$ cat config.mk
export PLATFORM = sky130hd
export DESIGN_NAME = gpcfg_top
export DESIGN_NICKNAME = d
export VERILOG_FILES = /design/src/rtl/gpcfg_pkg.sv /design/src/rtl/gpcfg_top.sv
export SDC_FILE = /design/constraint.sdc
export NUM_CORES = 1
export LEC_CHECK = 0
export ABC_AREA = 1
export BUFFER_PORTS_ARGS = -buffer_cell sky130_fd_sc_hd__buf_2
export CAP_MARGIN = 25
export CORE_UTILIZATION = 30
export DETAILED_ROUTE_END_ITERATION = 10
export HOLD_SLACK_MARGIN = 0.12
export PLACE_DENSITY = 0.55
export SLEW_MARGIN = 20
export SYNTH_ARGS = -nofsm -noshare
export SYNTH_HDL_FRONTEND = slang
export SYNTH_SLANG_ARGS = --single-unit
$ cat constraint.sdc
create_clock -name pclk -period 1.6 [get_ports pclk]
set_input_delay 0.16 -clock pclk [delete_from_list [all_inputs] [get_ports pclk]]
set_output_delay 0.16 -clock pclk [all_outputs]
set_load 0.01 [all_outputs]
$ cat src/rtl/gpcfg_pkg.sv
/*
 gpcfg_pkg: register offsets, mode codes, reset values, pin numbering and the
 carrier structs of the pin configuration block.
 assumes a 32-bit apb bus, pins numbered 0..23 as port a, b, c bits 0..7.
*/
// Operation
// RULE_01 - every pin has its own 4-bit mode code
// RULE_02 - low config register holds pins 3..0, high register pins 7..4
// RULE_03 - mode 0x0 is analog; input data reads as 1
// RULE_04 - mode 0x4 is floating input, driver off, no pull
// RULE_05 - mode 0x8 is pulled input; output bit picks pull-up or pull-down
// RULE_06 - mode 0x1 push-pull, mode 0x5 open-drain from output data bit
// RULE_07 - mode 0x9 push-pull driven by a peripheral output
// RULE_08 - mode 0xD open-drain driven by a peripheral output
// RULE_09 - extra select registers decide which peripheral drives a shared pin
// RULE_10 - enabled timer 2 channel beats the serial controller output
// RULE_11 - route bits 4..7 put each timer 2 channel on port a or port b
// RULE_12 - alternate mode without a peripheral source drives 0
// RULE_13 - forced functions override mode codes from reset until released
// RULE_14 - pin a7 is open-drain regulator enable while enable bit is set
// RULE_15 - debug pins c0, c2, c3, c4 forced to their debug roles
// RULE_16 - debug port starts four-wire; only the tool picks serial wire
// RULE_17 - debug-disable frees debug pins; refused while debug is active
// RULE_18 - tool active during reset restores debug pins and sets forced flag
// RULE_19 - debug counts as active while the powerup request is high
// RULE_20 - any full-chip reset source applies the reset defaults
// RULE_21 - reset: all floating inputs, regulator enable set, disable clear
// RULE_22 - pin a5 pulled-up input for 512 clocks, then boot level sampled
// RULE_23 - sampled low selects the serial boot loader, high normal boot
// RULE_24 - a5 then floats; a status bit keeps the sampled level
package gpcfg_pkg;
    localparam int NPINS = 24;
    localparam logic [7:0] OFF_CFG_A_LO = 8'h00;
    localparam logic [7:0] OFF_OUT_A = 8'h18;
    localparam logic [7:0] OFF_IN_A = 8'h24;
    localparam logic [7:0] OFF_DBG_CFG = 8'h30;
    localparam logic [7:0] OFF_DBG_STAT = 8'h34;
    localparam logic [7:0] OFF_T2_ROUTE = 8'h38;
    localparam logic [7:0] OFF_T2_ENABLE = 8'h3C;
    localparam logic [7:0] OFF_LAST = 8'h3C;
    // debug config, debug status and timer 2 route fields
    localparam int BIT_EXT_REG_EN = 4;
    localparam int BIT_DEBUG_DIS = 5;
    localparam int BIT_FORCED = 0;
    localparam int BIT_BOOT_CAP = 1;
    localparam int BIT_DBG_ACTIVE = 2;
    localparam int BIT_SERIAL_WIRE = 3;
    localparam int BIT_T2_ROUTE_LO = 4;
    // mode codes
    localparam logic [3:0] MODE_ANALOG = 4'h0;
    localparam logic [3:0] MODE_OUT_PP = 4'h1;
    localparam logic [3:0] MODE_IN_FLOAT = 4'h4;
    localparam logic [3:0] MODE_OUT_OD = 4'h5;
    localparam logic [3:0] MODE_IN_PULL = 4'h8;
    localparam logic [3:0] MODE_ALT_PP = 4'h9;
    localparam logic [3:0] MODE_ALT_OD = 4'hD;
    // pin numbers of the forced and routed functions
    localparam int PIN_A5 = 5;
    localparam int PIN_A7 = 7;
    localparam int PIN_C0 = 16;
    localparam int PIN_C2 = 18;
    localparam int PIN_C3 = 19;
    localparam int PIN_C4 = 20;
    localparam logic [3:0][4:0] T2_PIN_A = {5'h02, 5'h01, 5'h03, 5'h00};
    localparam logic [3:0][4:0] T2_PIN_B = {5'h0C, 5'h0B, 5'h0A, 5'h09};
    // boot select delay in fast oscillator clocks, which also clock this block
    localparam int BOOT_DELAY_CLKS = 512;
    localparam logic [9:0] BOOT_LAST = 10'(BOOT_DELAY_CLKS - 1);
    localparam logic [NPINS-1:0] RST_PULL_UP = 24'h19_0020;

    typedef struct packed {
        logic psel;
        logic penable;
        logic pwrite;
        logic [7:0] paddr;
        logic [31:0] pwdata;
    } gpcfg_apb_req_type;

    typedef struct packed {
        logic [NPINS-1:0] out;
        logic [NPINS-1:0] oe_n;
        logic [NPINS-1:0] pull_up;
        logic [NPINS-1:0] pull_dn;
        logic [NPINS-1:0] analog;
    } gpcfg_pad_type;
endpackage : gpcfg_pkg

$ cat src/rtl/gpcfg_top.sv
/*
 gpcfg_top: mode decode, alternate source selection, forced debug and
 regulator functions and boot select sampling for 24 pins, with apb registers.
 assumes presetn is the merged full-chip reset and pclk is the fast oscillator;
 peripheral and debug core signals are on pclk, pad and tool inputs are not.
*/
module gpcfg_top
    import gpcfg_pkg::*;
(
    // clock and reset
    input wire logic pclk,
    input wire logic presetn,
    // apb slave
    input wire gpcfg_pkg::gpcfg_apb_req_type apb_req,
    output logic [31:0] prdata,
    output logic pready,
    output logic pslverr,
    // pads
    input wire logic [gpcfg_pkg::NPINS-1:0] pad_in,
    output gpcfg_pkg::gpcfg_pad_type pad,
    // peripheral sources
    input wire logic [3:0] timer2_channel_out,
    input wire logic [gpcfg_pkg::NPINS-1:0] serial_alt_en,
    input wire logic [gpcfg_pkg::NPINS-1:0] serial_alt_out,
    input wire logic reg_enable_level,
    // debug tool and debug core
    input wire logic debug_powerup_request,
    input wire logic serial_wire_mode,
    input wire logic chip_reset_hold,
    input wire logic debug_data_out,
    input wire logic swdio_out,
    input wire logic swdio_drive,
    output logic debug_reset_in,
    output logic debug_data_in,
    output logic debug_mode_select_in,
    // boot
    output logic boot_loader_sel
);
    import gpcfg_pkg::*;

    typedef struct packed {
        logic [NPINS-1:0][3:0] cfg;
        logic [NPINS-1:0] out_data;
        logic [3:0] t2_route;
        logic [3:0] t2_en;
        logic ext_reg_en;
        logic dbg_dis;
        logic dbg_forced;
        logic boot_done;
        logic boot_cap;
        logic boot_ldr;
        logic [9:0] boot_cnt;
        logic [NPINS-1:0] s1;
        logic [NPINS-1:0] s2;
        logic [NPINS-1:0] s3;
        logic [NPINS-1:0] pin_lvl;
        logic [2:0] c1;
        logic [2:0] c2;
        logic [2:0] c3;
        logic [2:0] ctl_lvl;
        logic [2:0] dbg_in;
        gpcfg_pad_type pad;
        logic [31:0] prdata;
        logic pready;
        logic pslverr;
    } gpcfg_state_type;

    gpcfg_state_type r;
    gpcfg_state_type r_nxt;
    logic dbg_active;
    logic serial_mode;
    logic hold_lvl;
    logic [NPINS-1:0] in_val;

    // returns {oe_n, out, pull_up, pull_dn, analog} for one pin
    function automatic logic [4:0] pin_drive(input logic [3:0] mode, input logic dat,
                                             input logic alt);
        logic [4:0] d;
        d = 5'h10;
        // RULE_04 RULE_05 RULE_06 input and output modes
        case (mode)
            MODE_ANALOG: d = 5'h11;
            MODE_IN_PULL: d = {1'b1, 1'b0, dat, ~dat, 1'b0};
            MODE_OUT_PP: d = {1'b0, dat, 3'h0};
            // open drain only sinks a low
            MODE_OUT_OD: d = {dat, 1'b0, 3'h0};
            MODE_ALT_PP: d = {1'b0, alt, 3'h0};
            MODE_ALT_OD: d = {alt, 1'b0, 3'h0};
            default: d = 5'h10;
        endcase
        return d;
    endfunction : pin_drive

    // three-stage pad sampling; a change counts once stages two and three agree
    function automatic logic filt(input logic a, input logic b, input logic prev);
        return (a == b) ? a : prev;
    endfunction : filt

    assign dbg_active = r.ctl_lvl[0];
    assign serial_mode = r.ctl_lvl[1];
    assign hold_lvl = r.ctl_lvl[2];

    // RULE_03 analog reads one
    always_comb
    begin
        for (int i = 0; i < NPINS; i++)
        begin
            in_val[i] = (r.cfg[i] == MODE_ANALOG) ? 1'b1 : r.pin_lvl[i];
        end
    end

    always_comb
    begin
        logic [4:0] d;
        logic alt;
        logic [4:0] tp;
        logic [5:0] idx;
        logic setup;
        d = '0;
        alt = 1'b0;
        tp = '0;
        idx = '0;
        setup = apb_req.psel & ~apb_req.penable;
        r_nxt = r;

        // pad and tool input synchronisers
        r_nxt.s1 = pad_in;
        r_nxt.s2 = r.s1;
        r_nxt.s3 = r.s2;
        r_nxt.c1 = {chip_reset_hold, serial_wire_mode, debug_powerup_request};
        r_nxt.c2 = r.c1;
        r_nxt.c3 = r.c2;
        for (int i = 0; i < NPINS; i++)
        begin
            r_nxt.pin_lvl[i] = filt(r.s2[i], r.s3[i], r.pin_lvl[i]);
        end
        for (int i = 0; i < 3; i++)
        begin
            r_nxt.ctl_lvl[i] = filt(r.c2[i], r.c3[i], r.ctl_lvl[i]);
        end

        // per pin mode decode
        for (int i = 0; i < NPINS; i++)
        begin
            // RULE_12 no source gives zero
            alt = 1'b0;
            // RULE_09 serial source select
            if (serial_alt_en[i])
            begin
                alt = serial_alt_out[i];
            end
            for (int ch = 0; ch < 4; ch++)
            begin
                // RULE_11 channel pin routing
                tp = r.t2_route[ch] ? T2_PIN_B[ch] : T2_PIN_A[ch];
                // RULE_10 timer over serial
                if (r.t2_en[ch] && (tp == 5'(i)))
                begin
                    alt = timer2_channel_out[ch];
                end
            end
            // RULE_01 one code per pin
            // RULE_07 RULE_08 alternate drive
            d = pin_drive(r.cfg[i], r.out_data[i], alt);
            {r_nxt.pad.oe_n[i], r_nxt.pad.out[i], r_nxt.pad.pull_up[i],
             r_nxt.pad.pull_dn[i], r_nxt.pad.analog[i]} = d;
        end

        // RULE_13 forced functions override
        // RULE_14 regulator enable on a7
        if (r.ext_reg_en)
        begin
            r_nxt.pad.oe_n[PIN_A7] = reg_enable_level;
            r_nxt.pad.out[PIN_A7] = 1'b0;
            r_nxt.pad.pull_up[PIN_A7] = 1'b0;
            r_nxt.pad.pull_dn[PIN_A7] = 1'b0;
            r_nxt.pad.analog[PIN_A7] = 1'b0;
        end
        // RULE_15 debug pin roles
        if (!r.dbg_dis)
        begin
            r_nxt.pad.oe_n[PIN_C0] = 1'b1;
            r_nxt.pad.pull_up[PIN_C0] = 1'b1;
            r_nxt.pad.oe_n[PIN_C2] = 1'b0;
            r_nxt.pad.out[PIN_C2] = debug_data_out;
            r_nxt.pad.pull_up[PIN_C2] = 1'b0;
            r_nxt.pad.oe_n[PIN_C3] = 1'b1;
            r_nxt.pad.pull_up[PIN_C3] = 1'b1;
            // RULE_16 mode chosen by the tool
            r_nxt.pad.oe_n[PIN_C4] = serial_mode ? ~swdio_drive : 1'b1;
            r_nxt.pad.out[PIN_C4] = swdio_out;
            r_nxt.pad.pull_up[PIN_C4] = ~serial_mode;
            for (int k = 0; k < 4; k++)
            begin
                tp = (k == 0) ? 5'(PIN_C0) : 5'(PIN_C2 + k - 1);
                r_nxt.pad.pull_dn[tp] = 1'b0;
                r_nxt.pad.analog[tp] = 1'b0;
            end
        end
        r_nxt.dbg_in = r.dbg_dis ? 3'h7 :
            {r.pin_lvl[PIN_C4], r.pin_lvl[PIN_C3], r.pin_lvl[PIN_C0]};

        // RULE_22 boot select window
        if (!r.boot_done)
        begin
            r_nxt.pad.oe_n[PIN_A5] = 1'b1;
            r_nxt.pad.pull_up[PIN_A5] = 1'b1;
            r_nxt.pad.pull_dn[PIN_A5] = 1'b0;
            r_nxt.pad.analog[PIN_A5] = 1'b0;
            r_nxt.boot_cnt = r.boot_cnt + 10'h001;
            if (r.boot_cnt == BOOT_LAST)
            begin
                // RULE_24 keep sampled level
                r_nxt.boot_done = 1'b1;
                r_nxt.boot_cap = r.pin_lvl[PIN_A5];
                // RULE_23 low picks loader
                r_nxt.boot_ldr = ~r.pin_lvl[PIN_A5];
            end
        end

        // apb: answer is prepared in setup, so the access phase never waits
        r_nxt.pready = setup;
        r_nxt.pslverr = 1'b0;
        r_nxt.prdata = '0;
        idx = apb_req.paddr[7:2];
        if (setup)
        begin
            if (apb_req.paddr[1:0] != 2'h0 || apb_req.paddr > OFF_LAST)
            begin
                r_nxt.pslverr = 1'b1;
            end
            // RULE_02 low and high halves
            else if (apb_req.paddr < OFF_OUT_A)
            begin
                r_nxt.prdata[15:0] = r.cfg[idx * 4 +: 4];
            end
            else if (apb_req.paddr < OFF_IN_A)
            begin
                r_nxt.prdata[7:0] = r.out_data[(idx - 6) * 8 +: 8];
            end
            else if (apb_req.paddr < OFF_DBG_CFG)
            begin
                r_nxt.prdata[7:0] = in_val[(idx - 9) * 8 +: 8];
            end
            else if (apb_req.paddr == OFF_DBG_CFG)
            begin
                r_nxt.prdata[BIT_EXT_REG_EN] = r.ext_reg_en;
                r_nxt.prdata[BIT_DEBUG_DIS] = r.dbg_dis;
            end
            else if (apb_req.paddr == OFF_DBG_STAT)
            begin
                r_nxt.prdata[BIT_FORCED] = r.dbg_forced;
                r_nxt.prdata[BIT_BOOT_CAP] = r.boot_cap;
                r_nxt.prdata[BIT_DBG_ACTIVE] = dbg_active;
                r_nxt.prdata[BIT_SERIAL_WIRE] = serial_mode;
            end
            else if (apb_req.paddr == OFF_T2_ROUTE)
            begin
                r_nxt.prdata[BIT_T2_ROUTE_LO +: 4] = r.t2_route;
            end
            else
            begin
                r_nxt.prdata[3:0] = r.t2_en;
            end
        end

        // writes land at the access edge, where pready is high
        if (apb_req.psel && apb_req.penable && apb_req.pwrite && r.pready && !r.pslverr)
        begin
            if (apb_req.paddr < OFF_OUT_A)
            begin
                r_nxt.cfg[idx * 4 +: 4] = apb_req.pwdata[15:0];
            end
            else if (apb_req.paddr < OFF_IN_A)
            begin
                r_nxt.out_data[(idx - 6) * 8 +: 8] = apb_req.pwdata[7:0];
            end
            else if (apb_req.paddr == OFF_DBG_CFG)
            begin
                r_nxt.ext_reg_en = apb_req.pwdata[BIT_EXT_REG_EN];
                // RULE_17 refused while active
                r_nxt.dbg_dis = apb_req.pwdata[BIT_DEBUG_DIS] & ~(dbg_active & ~r.dbg_dis);
            end
            else if (apb_req.paddr == OFF_DBG_STAT)
            begin
                if (apb_req.pwdata[BIT_FORCED])
                begin
                    r_nxt.dbg_forced = 1'b0;
                end
            end
            else if (apb_req.paddr == OFF_T2_ROUTE)
            begin
                r_nxt.t2_route = apb_req.pwdata[BIT_T2_ROUTE_LO +: 4];
            end
            else if (apb_req.paddr == OFF_T2_ENABLE)
            begin
                r_nxt.t2_en = apb_req.pwdata[3:0];
            end
        end
        // RULE_18 RULE_19 tool reclaims debug pins
        if (hold_lvl && dbg_active)
        begin
            r_nxt.dbg_dis = 1'b0;
            if (r.dbg_dis)
            begin
                r_nxt.dbg_forced = 1'b1;
            end
        end
        else if (dbg_active && !r.dbg_dis)
        begin
            r_nxt.dbg_dis = 1'b0;
        end
    end

    // RULE_20 RULE_21 full chip defaults
    always_ff @(posedge pclk or negedge presetn)
    begin
        if (!presetn)
        begin
            r <= '0;
            r.cfg <= {NPINS{MODE_IN_FLOAT}};
            r.ext_reg_en <= 1'b1;
            r.pad.oe_n <= '1;
            r.pad.pull_up <= RST_PULL_UP;
            r.dbg_in <= 3'h7;
        end
        else
        begin
            r <= r_nxt;
        end
    end

    assign prdata = r.prdata;
    assign pready = r.pready;
    assign pslverr = r.pslverr;
    assign pad = r.pad;
    assign {debug_mode_select_in, debug_data_in, debug_reset_in} = r.dbg_in;
    assign boot_loader_sel = r.boot_ldr;
endmodule : gpcfg_top

==> results by group, run 1 <==
Run status
  – Outcome: finished, violations left
  – Failing checks: negative setup slack

Logic synthesis
  – YS warnings: 0
  – Post-synth EDFFs: 0
  – Most used flip-flop cell after synthesis: dfrtp_1
  – Mapped Cells: roughly 2000
  – Synth area leader: dfrtp_1
  – Syn avg cell area: between 9 and 10 um2
  – Async SR Flop Fraction: 100%
  – Share of the synthesized area in the top cell type: a little under half
  – Post-synthesis cell type count: 55
  – Top cells by area, synth: dfrtp_1 (46%), dfstp_2 (8.0%), nand2_1 (7.7%), buf_4 (6.4%), inv_1 (4.5%)
  – Cell Area, Synth: around 18000 um2
  – Yosys reg bits: between 300 and 400
  – Post-synthesis sequential area ratio: between 50% and 60%

Cells and area
  – Nets: about 2700
  – Commonest cells after routing, fill and taps aside: dfrtp_1 (333), buf_4 (286), nand2_1 (262), buf_2 (250), inv_1 (211)
  – # diodes: 0
  – Most common cell after layout, fill and taps aside: dfrtp_1
  – Layout cells sized above 1: between 40% and 50%
  – Finished Layout Cells: 3386
  – Final Instance Area: ~26000 um2
  – Layout area overhead: 44.9%

STA
  – Post-route minimum period: approximately 2.0 ns
  – Worst hold slack: between 0.15 and 0.2 ns
  – Slew @ Worst Pin: a little under 0.6 ns
  – Final period util: 125%
  – Skew final: between 0.015 and 0.02 ns
  – Slew HR: 61.2%
  – Fin. Hold Viols: 0
  – Pins over their slew limit: 0
  – Setup ws final: -0.403 ns
  – Final setup TNS: -38.66 ns
  – Fmax: ~500 MHz
  – RSZ-0062 raised after global routing: true
  – Setup-failing EPs final: between 100 and 150

Placed design
  – Post-DP HPWL: between 50000 and 60000 um
  – Post-Place Worst Slack: -1.16 ns
  – DP Cell Count: ~3200
  – Placer Congestion: ~0.95
  – Dpl cell area: approximately 22000 um2
  – Port bufs: around 250

Routing
  – Metal-1 WL: ~30000 um
  – Remaining antenna violation count: 0
  – Metal2 WL: approximately 33000 um
  – Routed Wire Length: between 70000 and 80000 um
  – Highest routed metal layer: met4
  – Via Count: roughly 16000
  – Routed wl met3: about 4000 um
  – WL per Instance: slightly above 20 um
  – DR pass1 iterations: 5
  – Drt initial violations: 1179
  – Vias per cell: approximately 4.8
  – Residual DRC count: 0

Setup path
  – Element type at the critical path end: flop
  – Worst path top cell family by delay: simple AND/OR/NAND/NOR gates
  – Startpoint Class: primary input
  – Worst path cell trace: buf_8 > buf_6 > inv_4 > ha_4 > nor2_8 > nand3_4 > nor2_4 > inv_2 > ha_4 > nand2_2 > nor3_2 > nand2_1 > nor2_1 > nand2_1 > nand2_1 > nand2_2 > nor2_8 > buf_6 > nand2_8 > nand2_2 > o21ai_2
  – Crit-path max FO: 8
  – Slowest-stage cell, CP: ha_4
  – CP peak stage delay: about 0.27 ns
  – Critical path type: in -> reg
  – WP buf/inv: 5
  – Req. time, crit path: a little over 2 ns
  – CP arrival: 2.45 ns

Clock tree
  – Clock slew at reported path FFs: 0.06 ns
  – TritonCTS clock tree: yes
  – Clock Latency Late Sink: just under 0.6 ns
  – H-tree levels: 2
  – Clock Sinks: slightly below 400
  – Num CTS Buffers: 45
  – Bufs on Longest Clock Path: 3
  – Clock root buffer master: clkbuf_16

Floorplan
  – Core area: between 60000 and 70000 um2
  – Die ar.: 61900 um2
  – FP Rows: 90
  – Die X-Extent: about 250 um
  – Initial Util: a little under a third
  – I/O pin total: 286
  – Die H: 249 um

Power and ir drop
  – Pint: about 17000 uW
  – Reg power frac: around 45%
  – Worst-case vdd ir drop: between 0.6 and 0.7 mV
  – Sw Ratio: 24.8%
  – PwrDens: ~870 nW/um2
  – Combinational share of power: 9.5%
  – P_sw: 5710 uW
  – Lkg Pwr: 0.0122 uW
  – Clock network fraction of total power: roughly 46%

Global route
  – First-pass GRT wire length: about 100000 um
  – Gr usage total: roughly 22%
  – Total global routing overflow: 0
  – Largest net degree at the start of global routing: 62
  – Initial antenna violation count: 0
  – Number of global-route vias before repair: 16200

Job
  – Total of max-cap violations: 0

Min path
  – Worst hold path type: in -> reg
-- synth_stat cells (5+ instances only) --
| library cell | n |
|---|---|
| a21oi_1 | 97 |
| a31oi_1 | 8 |
| buf_1 | 6 |
| buf_2 | 17 |
| buf_4 | 155 |
| clkbuf_1 | 30 |
| dfrtp_1 | 337 |
| dfstp_2 | 56 |
| ha_1 | 19 |
| inv_1 | 221 |
| inv_2 | 7 |
| maj3_1 | 27 |
| nand2_1 | 373 |
| nand2_2 | 11 |
| nand2_4 | 7 |
| nand3_1 | 72 |
| nand4_1 | 20 |
| nor2_1 | 183 |
| nor2_2 | 5 |
| nor2_4 | 5 |
| nor3_1 | 53 |
| nor4_1 | 11 |
| o211ai_1 | 9 |
| o21ai_0 | 138 |
| o21ai_1 | 55 |
| o21ai_2 | 20 |
| o311ai_0 | 5 |
| o31ai_1 | 19 |
| xor2_1 | 7 |
-- layout make-up --
cell class,count,area (um2)
flip-flops and latches,393,9910
fillers,5776,33800
clock inverters,24,254
inverters,232,901
repair buffers,693,5460
clock buffers,57,1260
well taps,782,978
multi-input cells,1205,7720
-- registers in the layout, summed over array words and instances (netlist names) --
register,cells
boot_loader_sel,1
prdata,16
pready,1
r,249
debug_data_in,1
debug_reset_in,1
dbg_active,1
pslverr,1
pad,120
hold_lvl,1
debug_mode_select_in,1
-- power groups by stage --
stage | clock, uW | sequential (uW) | combinational (uW)
finish | 10600 | 10300 | 2170
global route | 11200 | 10300 | 2340
global placement | 0 | 10400 | 1860
floorplan | 0 | 10400 | 813
detailed placement | 0 | 10400 | 1870
CTS | 10800 | 10300 | 2110
-- kinds of logic after synthesis --
kind of cell	synth area share (%)
AND/OR/NAND/NOR	18.4
buffers and inverters	12.7
multiplexers	0.0616
XOR/XNOR	0.527
flip-flops	54.2
adder cells (fa/ha/maj)	2.78
AO/OA/AOI/OAI	11.3
other	0.0205
-- routing by layer --
layer / up-vias / global-route usage, %
li1: 7495 / -
met1: 7956 / 29.2
met2: 510 / 35.8
met3: 127 / 3.87
met4: 0 / 8.31
met5: - / 0
-- worst paths after layout --
path | cells past startpoint | slack [ns] | from | end
max | 21 | -0.40 | apb_req[36] | r[312]
max in group asynchronous | 3 | 0.84 | presetn | r[215]
min reg2reg | 0 | 0.34 | r[241] | r[217]
min in group asynchronous | 2 | 0.23 | presetn | pad[91]
max reg2reg | 12 | -0.38 | pready | r[366]
min | 3 | 0.16 | serial_alt_out[19] | pad[115]
-- worst register-to-register path, cell delays in order (launching register included) --
cell       delay [ns]
dfrtp_1          0.36
nand2_1          0.06
nor2_1           0.09
nand3_1          0.09
buf_6            0.14
nor2_4           0.12
inv_2            0.06
nor3_4           0.27
buf_6            0.15
nand3_4          0.16
clkbuf_16        0.25
nand2_2          0.06
o21ai_1          0.06
-- through the flow --
stage	util (%)	total power, uW
after floorplan	-	11200
after global placement	36.3	12300
after detailed placement	36.3	12300
after CTS	41.8	23200
after global routing	44.0	23800
final	44.0	23000
-- repair_timing --
| item | 4_1_cts | 5_1_grt |
|---|---|---|
| hold endpoints to repair | 473 | 6 |
| gates resized for setup | 181 | 281 |
| setup endpoints to repair | 132 | 161 |
| setup buffers | 13 | 14 |
| cloned | 8 | 12 |
| hold buffers | 93 | 4 |
| pin swaps | 29 | 57 |
Power figures use the tool's default switching activity.
==> run 2, diff against run 1 <==
Settings changed: CORE_ASPECT_RATIO from default to 1.75, SKIP_CTS_REPAIR_TIMING from default to 1.
==> results by group, run 2 (same netlist as run 1, synthesis figures left out) <==
Cells and area
  – Number of fill cells in the layout: 6114 (+5.9%)
  – Top reg by flops: r
  – Most common cell after layout, fill and taps aside: nand2_1
  – Commonest cells after routing, fill and taps aside: nand2_1 (357), dfrtp_1 (337), buf_4 (257), buf_2 (249), inv_1 (219)
  – # diodes: 0 (unchanged)
  – Finished Core Util: 40.3% (-3.7 points)
  – Nets: 2639 (-2.9%)
  – Layout area overhead: 32.4%
  – Multi-input combinational cell area: 6480 um2 (-16%)
  – Total area of sequential cells: 9900 um2 (about the same)
  – Finished Layout Cells: 3308 (-2.3%)
  – Number of flip-flops in the largest register: 249 (unchanged)
  – Layout cells sized above 1: 31.4% (-11 points)

STA
  – Setup-failing EPs final: 143 (+14%)
  – Final period util: 127% (+1.9 points)
  – Fin. Hold Viols: 0 (unchanged)
  – Worst hold slack: 0.0661 ns (-0.0909 ns)
  – Slew HR: 47.1% (-14 points)
  – Slew @ Worst Pin: 0.791 ns (+0.213 ns)
  – Pins over their slew limit: 0 (unchanged)
  – Post-route minimum period: 2.03 ns (+0.0303 ns)
  – Fmax: 492 MHz (-1.5%)
  – Skew final: 0.0193 ns (-0.000110 ns)
  – Setup ws final: -0.433 ns (-0.0303 ns)
  – RSZ-0062 raised after global routing: true

Global route
  – First-pass GRT wire length: 97600 um (-4.0%)
  – Initial antenna violation count: 0 (unchanged)
  – Number of global-route vias before repair: 15600 (-4.1%)
  – Total global routing overflow: 0 (unchanged)
  – Gr usage total: 21.4% (-0.57 points)
  – Largest net degree at the start of global routing: 104 (+68%)

Clock tree
  – Clock root buffer master: clkbuf_16
  – Clock slew at reported path FFs: 0.06 ns (about the same)
  – H-tree levels: 2 (unchanged)
  – Num CTS Buffers: 40 (-11%)
  – Clock Latency Late Sink: 0.58 ns (about the same)
  – Bufs on Longest Clock Path: 3 (unchanged)
  – Clock Sinks: 393 (unchanged)
  – TritonCTS clock tree: yes

Routing
  – Routed Wire Length: 67400 um (-4.1%)
  – Vias per cell: 4.66 (-1.9%)
  – Residual DRC count: 0 (unchanged)
  – Remaining antenna violation count: 0 (unchanged)
  – Drt initial violations: 801 (-32%)
  – WL per Instance: 20.4 um (-1.9%)
  – Via Count: 15400 (-4.1%)
  – DR pass1 iterations: 5 (unchanged)

Floorplan
  – Core area: 60200 um2 (-0.15%)
  – Die H: 329 um (+32%)
  – FP Rows: 119 (+32%)
  – Die ar.: 62000 um2 (about the same)
  – Die X-Extent: 189 um (-24%)
  – I/O pin total: 286 (unchanged)
  – Initial Util: 30.4% (+0.047 points)

Power and ir drop
  – PwrDens: 918 nW/um2 (+5.8%)
  – Lkg Pwr: 0.0114 uW (-7.0%)
  – Worst-case vdd ir drop: 0.652 mV (+3.9%)

Setup path
  – Worst Setup SP: apb_req[35]
  – Crit-path max FO: 5 (-3)
  – Critical path type: in -> reg
  – Element type at the critical path end: flop
  – CP arrival: 2.51 ns (+0.06 ns)
  – R2R Path Start: pslverr
  – Req. time, crit path: 2.08 ns (+0.03 ns)
  – Startpoint Class: primary input

Placed design
  – Port bufs: 253 (unchanged)
  – DP Cell Count: 3144 (-0.79%)
  – Placer Congestion: 0.974 (+2.2%)
  – Post-DP HPWL: 52800 um (+1.6%)

Min path
  – Worst hold path type: in -> reg
  – Worst min-delay path startpoint: serial_alt_en[18]

Job
  – Total of max-cap violations: 0 (unchanged)

Run status
  – Outcome: finished, violations left
  – Failing checks: negative setup slack
==> run 2: final timing paths <==
path	slack (ns)	endpoint	depth (start not counted)
max reg2reg	-0.31	r[376]	9
min reg2reg	0.34	r[240]	0
min in group asynchronous	0.27	r[399]	2
max	-0.43	r[292]	22
max in group asynchronous	0.13	r[400]	3
min	0.07	pad[90]	5
==> run 2: stage by stage <==
step                power (uW)  setup TNS, ns  cell area, um2  setup slack, ns
floorplan                11200         -50.73           18600           -0.949
global placement         12200        -124.93           21700            -1.16
detailed placement       12200        -125.85           21700            -1.22
CTS                      22300         -58.24           23000           -0.628
global route             23000         -52.10           24200           -0.611
finish                   22200         -35.34           24200           -0.433
==> run 2: critical path: stages <==
cell and delay, ns:
buf_8 0.08, buf_8 0.12, clkinv_8 0.05, ha_4 0.26
nor2_8 0.13, nand3_4 0.10, nor2_4 0.16, buf_6 0.12
ha_4 0.11, nand2_1 0.06, nor3b_2 0.18, nand2_1 0.08
nor2_1 0.12, nand2_1 0.06, nand2_1 0.07, nand2_2 0.08
nor2_8 0.09, buf_12 0.16, buf_6 0.12, nand3_1 0.06
nand2_1 0.08, inv_1 0.04
==> run 2: metal layers <==
metal  vias to the layer above  share of wire (%)  track usage [%]  wire (um)
met3                       149                4.2             2.48       2860
met1                      7432                 39             24.8      26100
met5                         -                  0                0          0
met2                       511                 50             37.1      33800
met4                         0                6.8             14.3       4590
li1                       7331                  -                -          -
==> run 2: where the power goes <==
| part | switching (uW) | internal (uW) | leakage, uW |
|---|---|---|---|
| clock | 4290 | 5700 | 0.000672 |
| combinational | 1220 | 775 | 0.00582 |
| sequential | 101 | 10200 | 0.00488 |
| total | 5610 | 16600 | 0.0114 |
==> run 2: layout make-up <==
cell class | instances | area share [%]
multi-input cells | 1204 | 26.8
inverters | 232 | 3.71
clock buffers | 47 | 4.45
flip-flops and latches | 393 | 40.9
clock inverters | 25 | 1.20
repair buffers | 621 | 18.9
well taps | 786 | 4.06
==> run 3, diff against run 2 <==
Settings changed: CORE_UTILIZATION 30 to 50, PLACE_DENSITY 0.55 to 0.81.
==> results by group, run 3 (same netlist as run 1, synthesis figures left out) <==
Setup path
  – Most common cell on crit path: buf_4
  – R2R Setup Slk: -0.46 ns (-0.15 ns)
  – Startpoint Class: primary input
  – Element type at the critical path end: flop
  – Worst path cell trace: buf_2 > dlygate4sd3_1 > nor2_1 > dlygate4sd3_1 > inv_1 > nor2_1 > buf_4 > buf_4 > o211ai_1 > a31oi_1 > buf_4
  – Critical R2R Capture: pad[118]
  – WP buf/inv: 7 (unchanged)
  – CP arrival: 2.57 ns (+0.06 ns)
  – Reg2Reg Depth: 4 (-5)
  – R2R Path Start: r[404]
  – Worst Setup SP: apb_req[41]
  – Worst path top cell family by delay: buffers and inverters
  – Worst setup path endpoint: prdata[4]
  – Critical path type: in -> reg
  – Req. time, crit path: 2.08 ns (about the same)
  – CP peak stage delay: 0.59 ns (+0.33 ns)
  – Crit-path max FO: 8 (+3)
  – Critical path depth: 11 (-50%)
  – Slowest-stage cell, CP: dlygate4sd3_1

Power and ir drop
  – Design Power: 21500 uW (-3.4%)
  – PwrDens: 896 nW/um2 (-2.4%)
  – Lkg Pwr: 0.0114 uW (+0.24%)
  – Worst-case vdd ir drop: 0.997 mV (+53%)

Cells and area
  – Final Instance Area: 24000 um2 (-0.98%)
  – Top reg by flops: r
  – Number of fill cells in the layout: 2834 (-54%)
  – Number of flip-flops in the largest register: 249 (unchanged)
  – Layout area overhead: 31.1%
  – Finished Layout Cells: 2982 (-9.9%)
  – Most common cell after layout, fill and taps aside: dfrtp_1
  – Commonest cells after routing, fill and taps aside: dfrtp_1 (337), nand2_1 (331), buf_2 (249), buf_4 (242), inv_1 (217)
  – Nets: 2629 (-0.38%)
  – Layout cells sized above 1: 32.7% (+1.3 points)

Placed design
  – Dpl cell area: 21100 um2 (-2.8%)
  – Placer Congestion: 1.03 (+6.0%)
  – Post-DP HPWL: 46500 um (-12%)
  – Port bufs: 253 (unchanged)
  – DP Cell Count: 2805 (-11%)

Job
  – Total of max-cap violations: 0 (unchanged)

Floorplan
  – FP Rows: 92 (-23%)
  – Die ar.: 37400 um2 (-40%)
  – Core area: 36000 um2 (-40%)
  – I/O pin total: 286 (unchanged)
  – Initial Util: 50.7% (+20 points)
  – Die X-Extent: 147 um (-22%)
  – Die H: 255 um (-22%)

Global route
  – Gr usage total: 32.5% (+11 points)
  – First-pass GRT wire length: 90000 um (-7.8%)
  – Total global routing overflow: 0 (unchanged)
  – Initial antenna violation count: 1 (+1)
  – Largest net degree at the start of global routing: 103 (-0.96%)
  – Number of global-route vias before repair: 15600 (+0.44%)

STA
  – Final period util: 131% (+4.0 points)
  – Pins over their slew limit: 0 (unchanged)
  – Slew @ Worst Pin: 0.781 ns (-0.00983 ns)
  – Fin. Hold Viols: 0 (unchanged)
  – Slew HR: 46.6% (-0.52 points)
  – Setup-failing EPs final: 143 (unchanged)
  – RSZ-0062 raised after global routing: true
  – Skew final: 0.0287 ns (+0.00944 ns)
  – Post-route minimum period: 2.10 ns (+0.0635 ns)
  – Setup ws final: -0.497 ns (-0.0635 ns)
  – Fmax: 477 MHz (-3.0%)

Routing
  – Routed Wire Length: 63800 um (-5.2%)
  – WL per Instance: 21.4 um (+5.1%)
  – Remaining antenna violation count: 0 (unchanged)
  – Drt initial violations: 1031 (+29%)
  – Vias per cell: 5.41 (+16%)
  – DR pass1 iterations: 5 (unchanged)
  – Via Count: 16100 (+4.6%)
  – Residual DRC count: 0 (unchanged)

Clock tree
  – Clock slew at reported path FFs: 0.06 ns (about the same)
  – H-tree levels: 2 (unchanged)
  – Clock Latency Late Sink: 0.55 ns (-0.03 ns)
  – TritonCTS clock tree: yes
  – Clock root buffer master: clkbuf_16
  – Clock Sinks: 393 (unchanged)
  – Bufs on Longest Clock Path: 3 (unchanged)
  – Num CTS Buffers: 37 (-7.5%)

Min path
  – Worst min-delay path startpoint: timer2_channel_out[3]
  – Worst hold path type: in -> reg

Run status
  – Outcome: finished, violations left
  – Failing checks: negative setup slack
-- run 3: cell types whose count changed in the layout (fill, tap and decap cells not counted), sizes merged --
cell / before / now
nand2: 392 / 393
inv: 236 / 231
dlygate4sd3: 85 / 87
bufinv: 5 / 3
buf: 536 / 522
clkinvlp: 3 / 2
clkinv: 13 / 10
clkbuf: 47 / 58
diode: 0 / 1
-- run 3: worst register-to-register path, stage by stage, from the launching register on --
cell and delay [ns]:
dfrtp_1 0.44, inv_1 0.14, a21oi_1 0.06, dlygate4sd3_1 0.59, a2111oi_0 0.63
-- run 3: worst min path at each step --
stage                      endpoint  slack [ns]  depth (start not counted)
floorplan           boot_loader_sel       -0.14                          0
global placement             r[344]         0.1                          1
detailed placement           r[344]        0.10                          1
CTS                          r[344]       -0.49                          1
global route                pad[89]        0.13                          3
finish                      pad[98]        0.11                          5
-- run 3: layout make-up --
class / instances / area [um2] / share of cell area [%]
Tap cell: 470 / 588 / 2.45
Sequential cell: 393 / 9900 / 41.3
Antenna cell: 1 / 2.50 / 0.0104
Clock inverter: 14 / 161 / 0.673
Timing Repair Buffer: 613 / 4570 / 19.1
Multi-Input combinational cell: 1205 / 6740 / 28.1
Clock buffer: 54 / 1110 / 4.64
Inverter: 232 / 901 / 3.76
-- run 3: layer usage --
metal / up-vias / global-route usage [%] / share of wire (%) / wire (um)
li1: 7324 / - / - / -
met1: 7866 / 36.4 / 35 / 22400
met2: 722 / 57.3 / 51 / 32800
met3: 226 / 3.81 / 5.7 / 3620
met4: 0 / 24.0 / 7.9 / 5060
met5: - / 0 / 0 / 0
-- run 3: power breakdown --
| part | switching (uW) | leakage (uW) | internal (uW) |
|---|---|---|---|
| combinational | 1200 | 0.00590 | 777 |
| sequential | 107 | 0.00488 | 10200 |
| clock | 3900 | 0.000625 | 5350 |
-- run 3: per-stage QoR --
stage / util (%) / setup slack [ns] / hold WS [ns] / setup TNS [ns]
after detailed placement: 58.5 / -1.24 / 0.102 / -125.50
after CTS: 62.0 / -0.676 / -0.488 / -48.89
final: 66.5 / -0.497 / 0.110 / -47.25
after floorplan: - / -0.949 / -0.136 / -50.73
after global routing: 66.5 / -0.610 / 0.130 / -58.33
after global placement: 58.5 / -1.17 / 0.0962 / -120.63
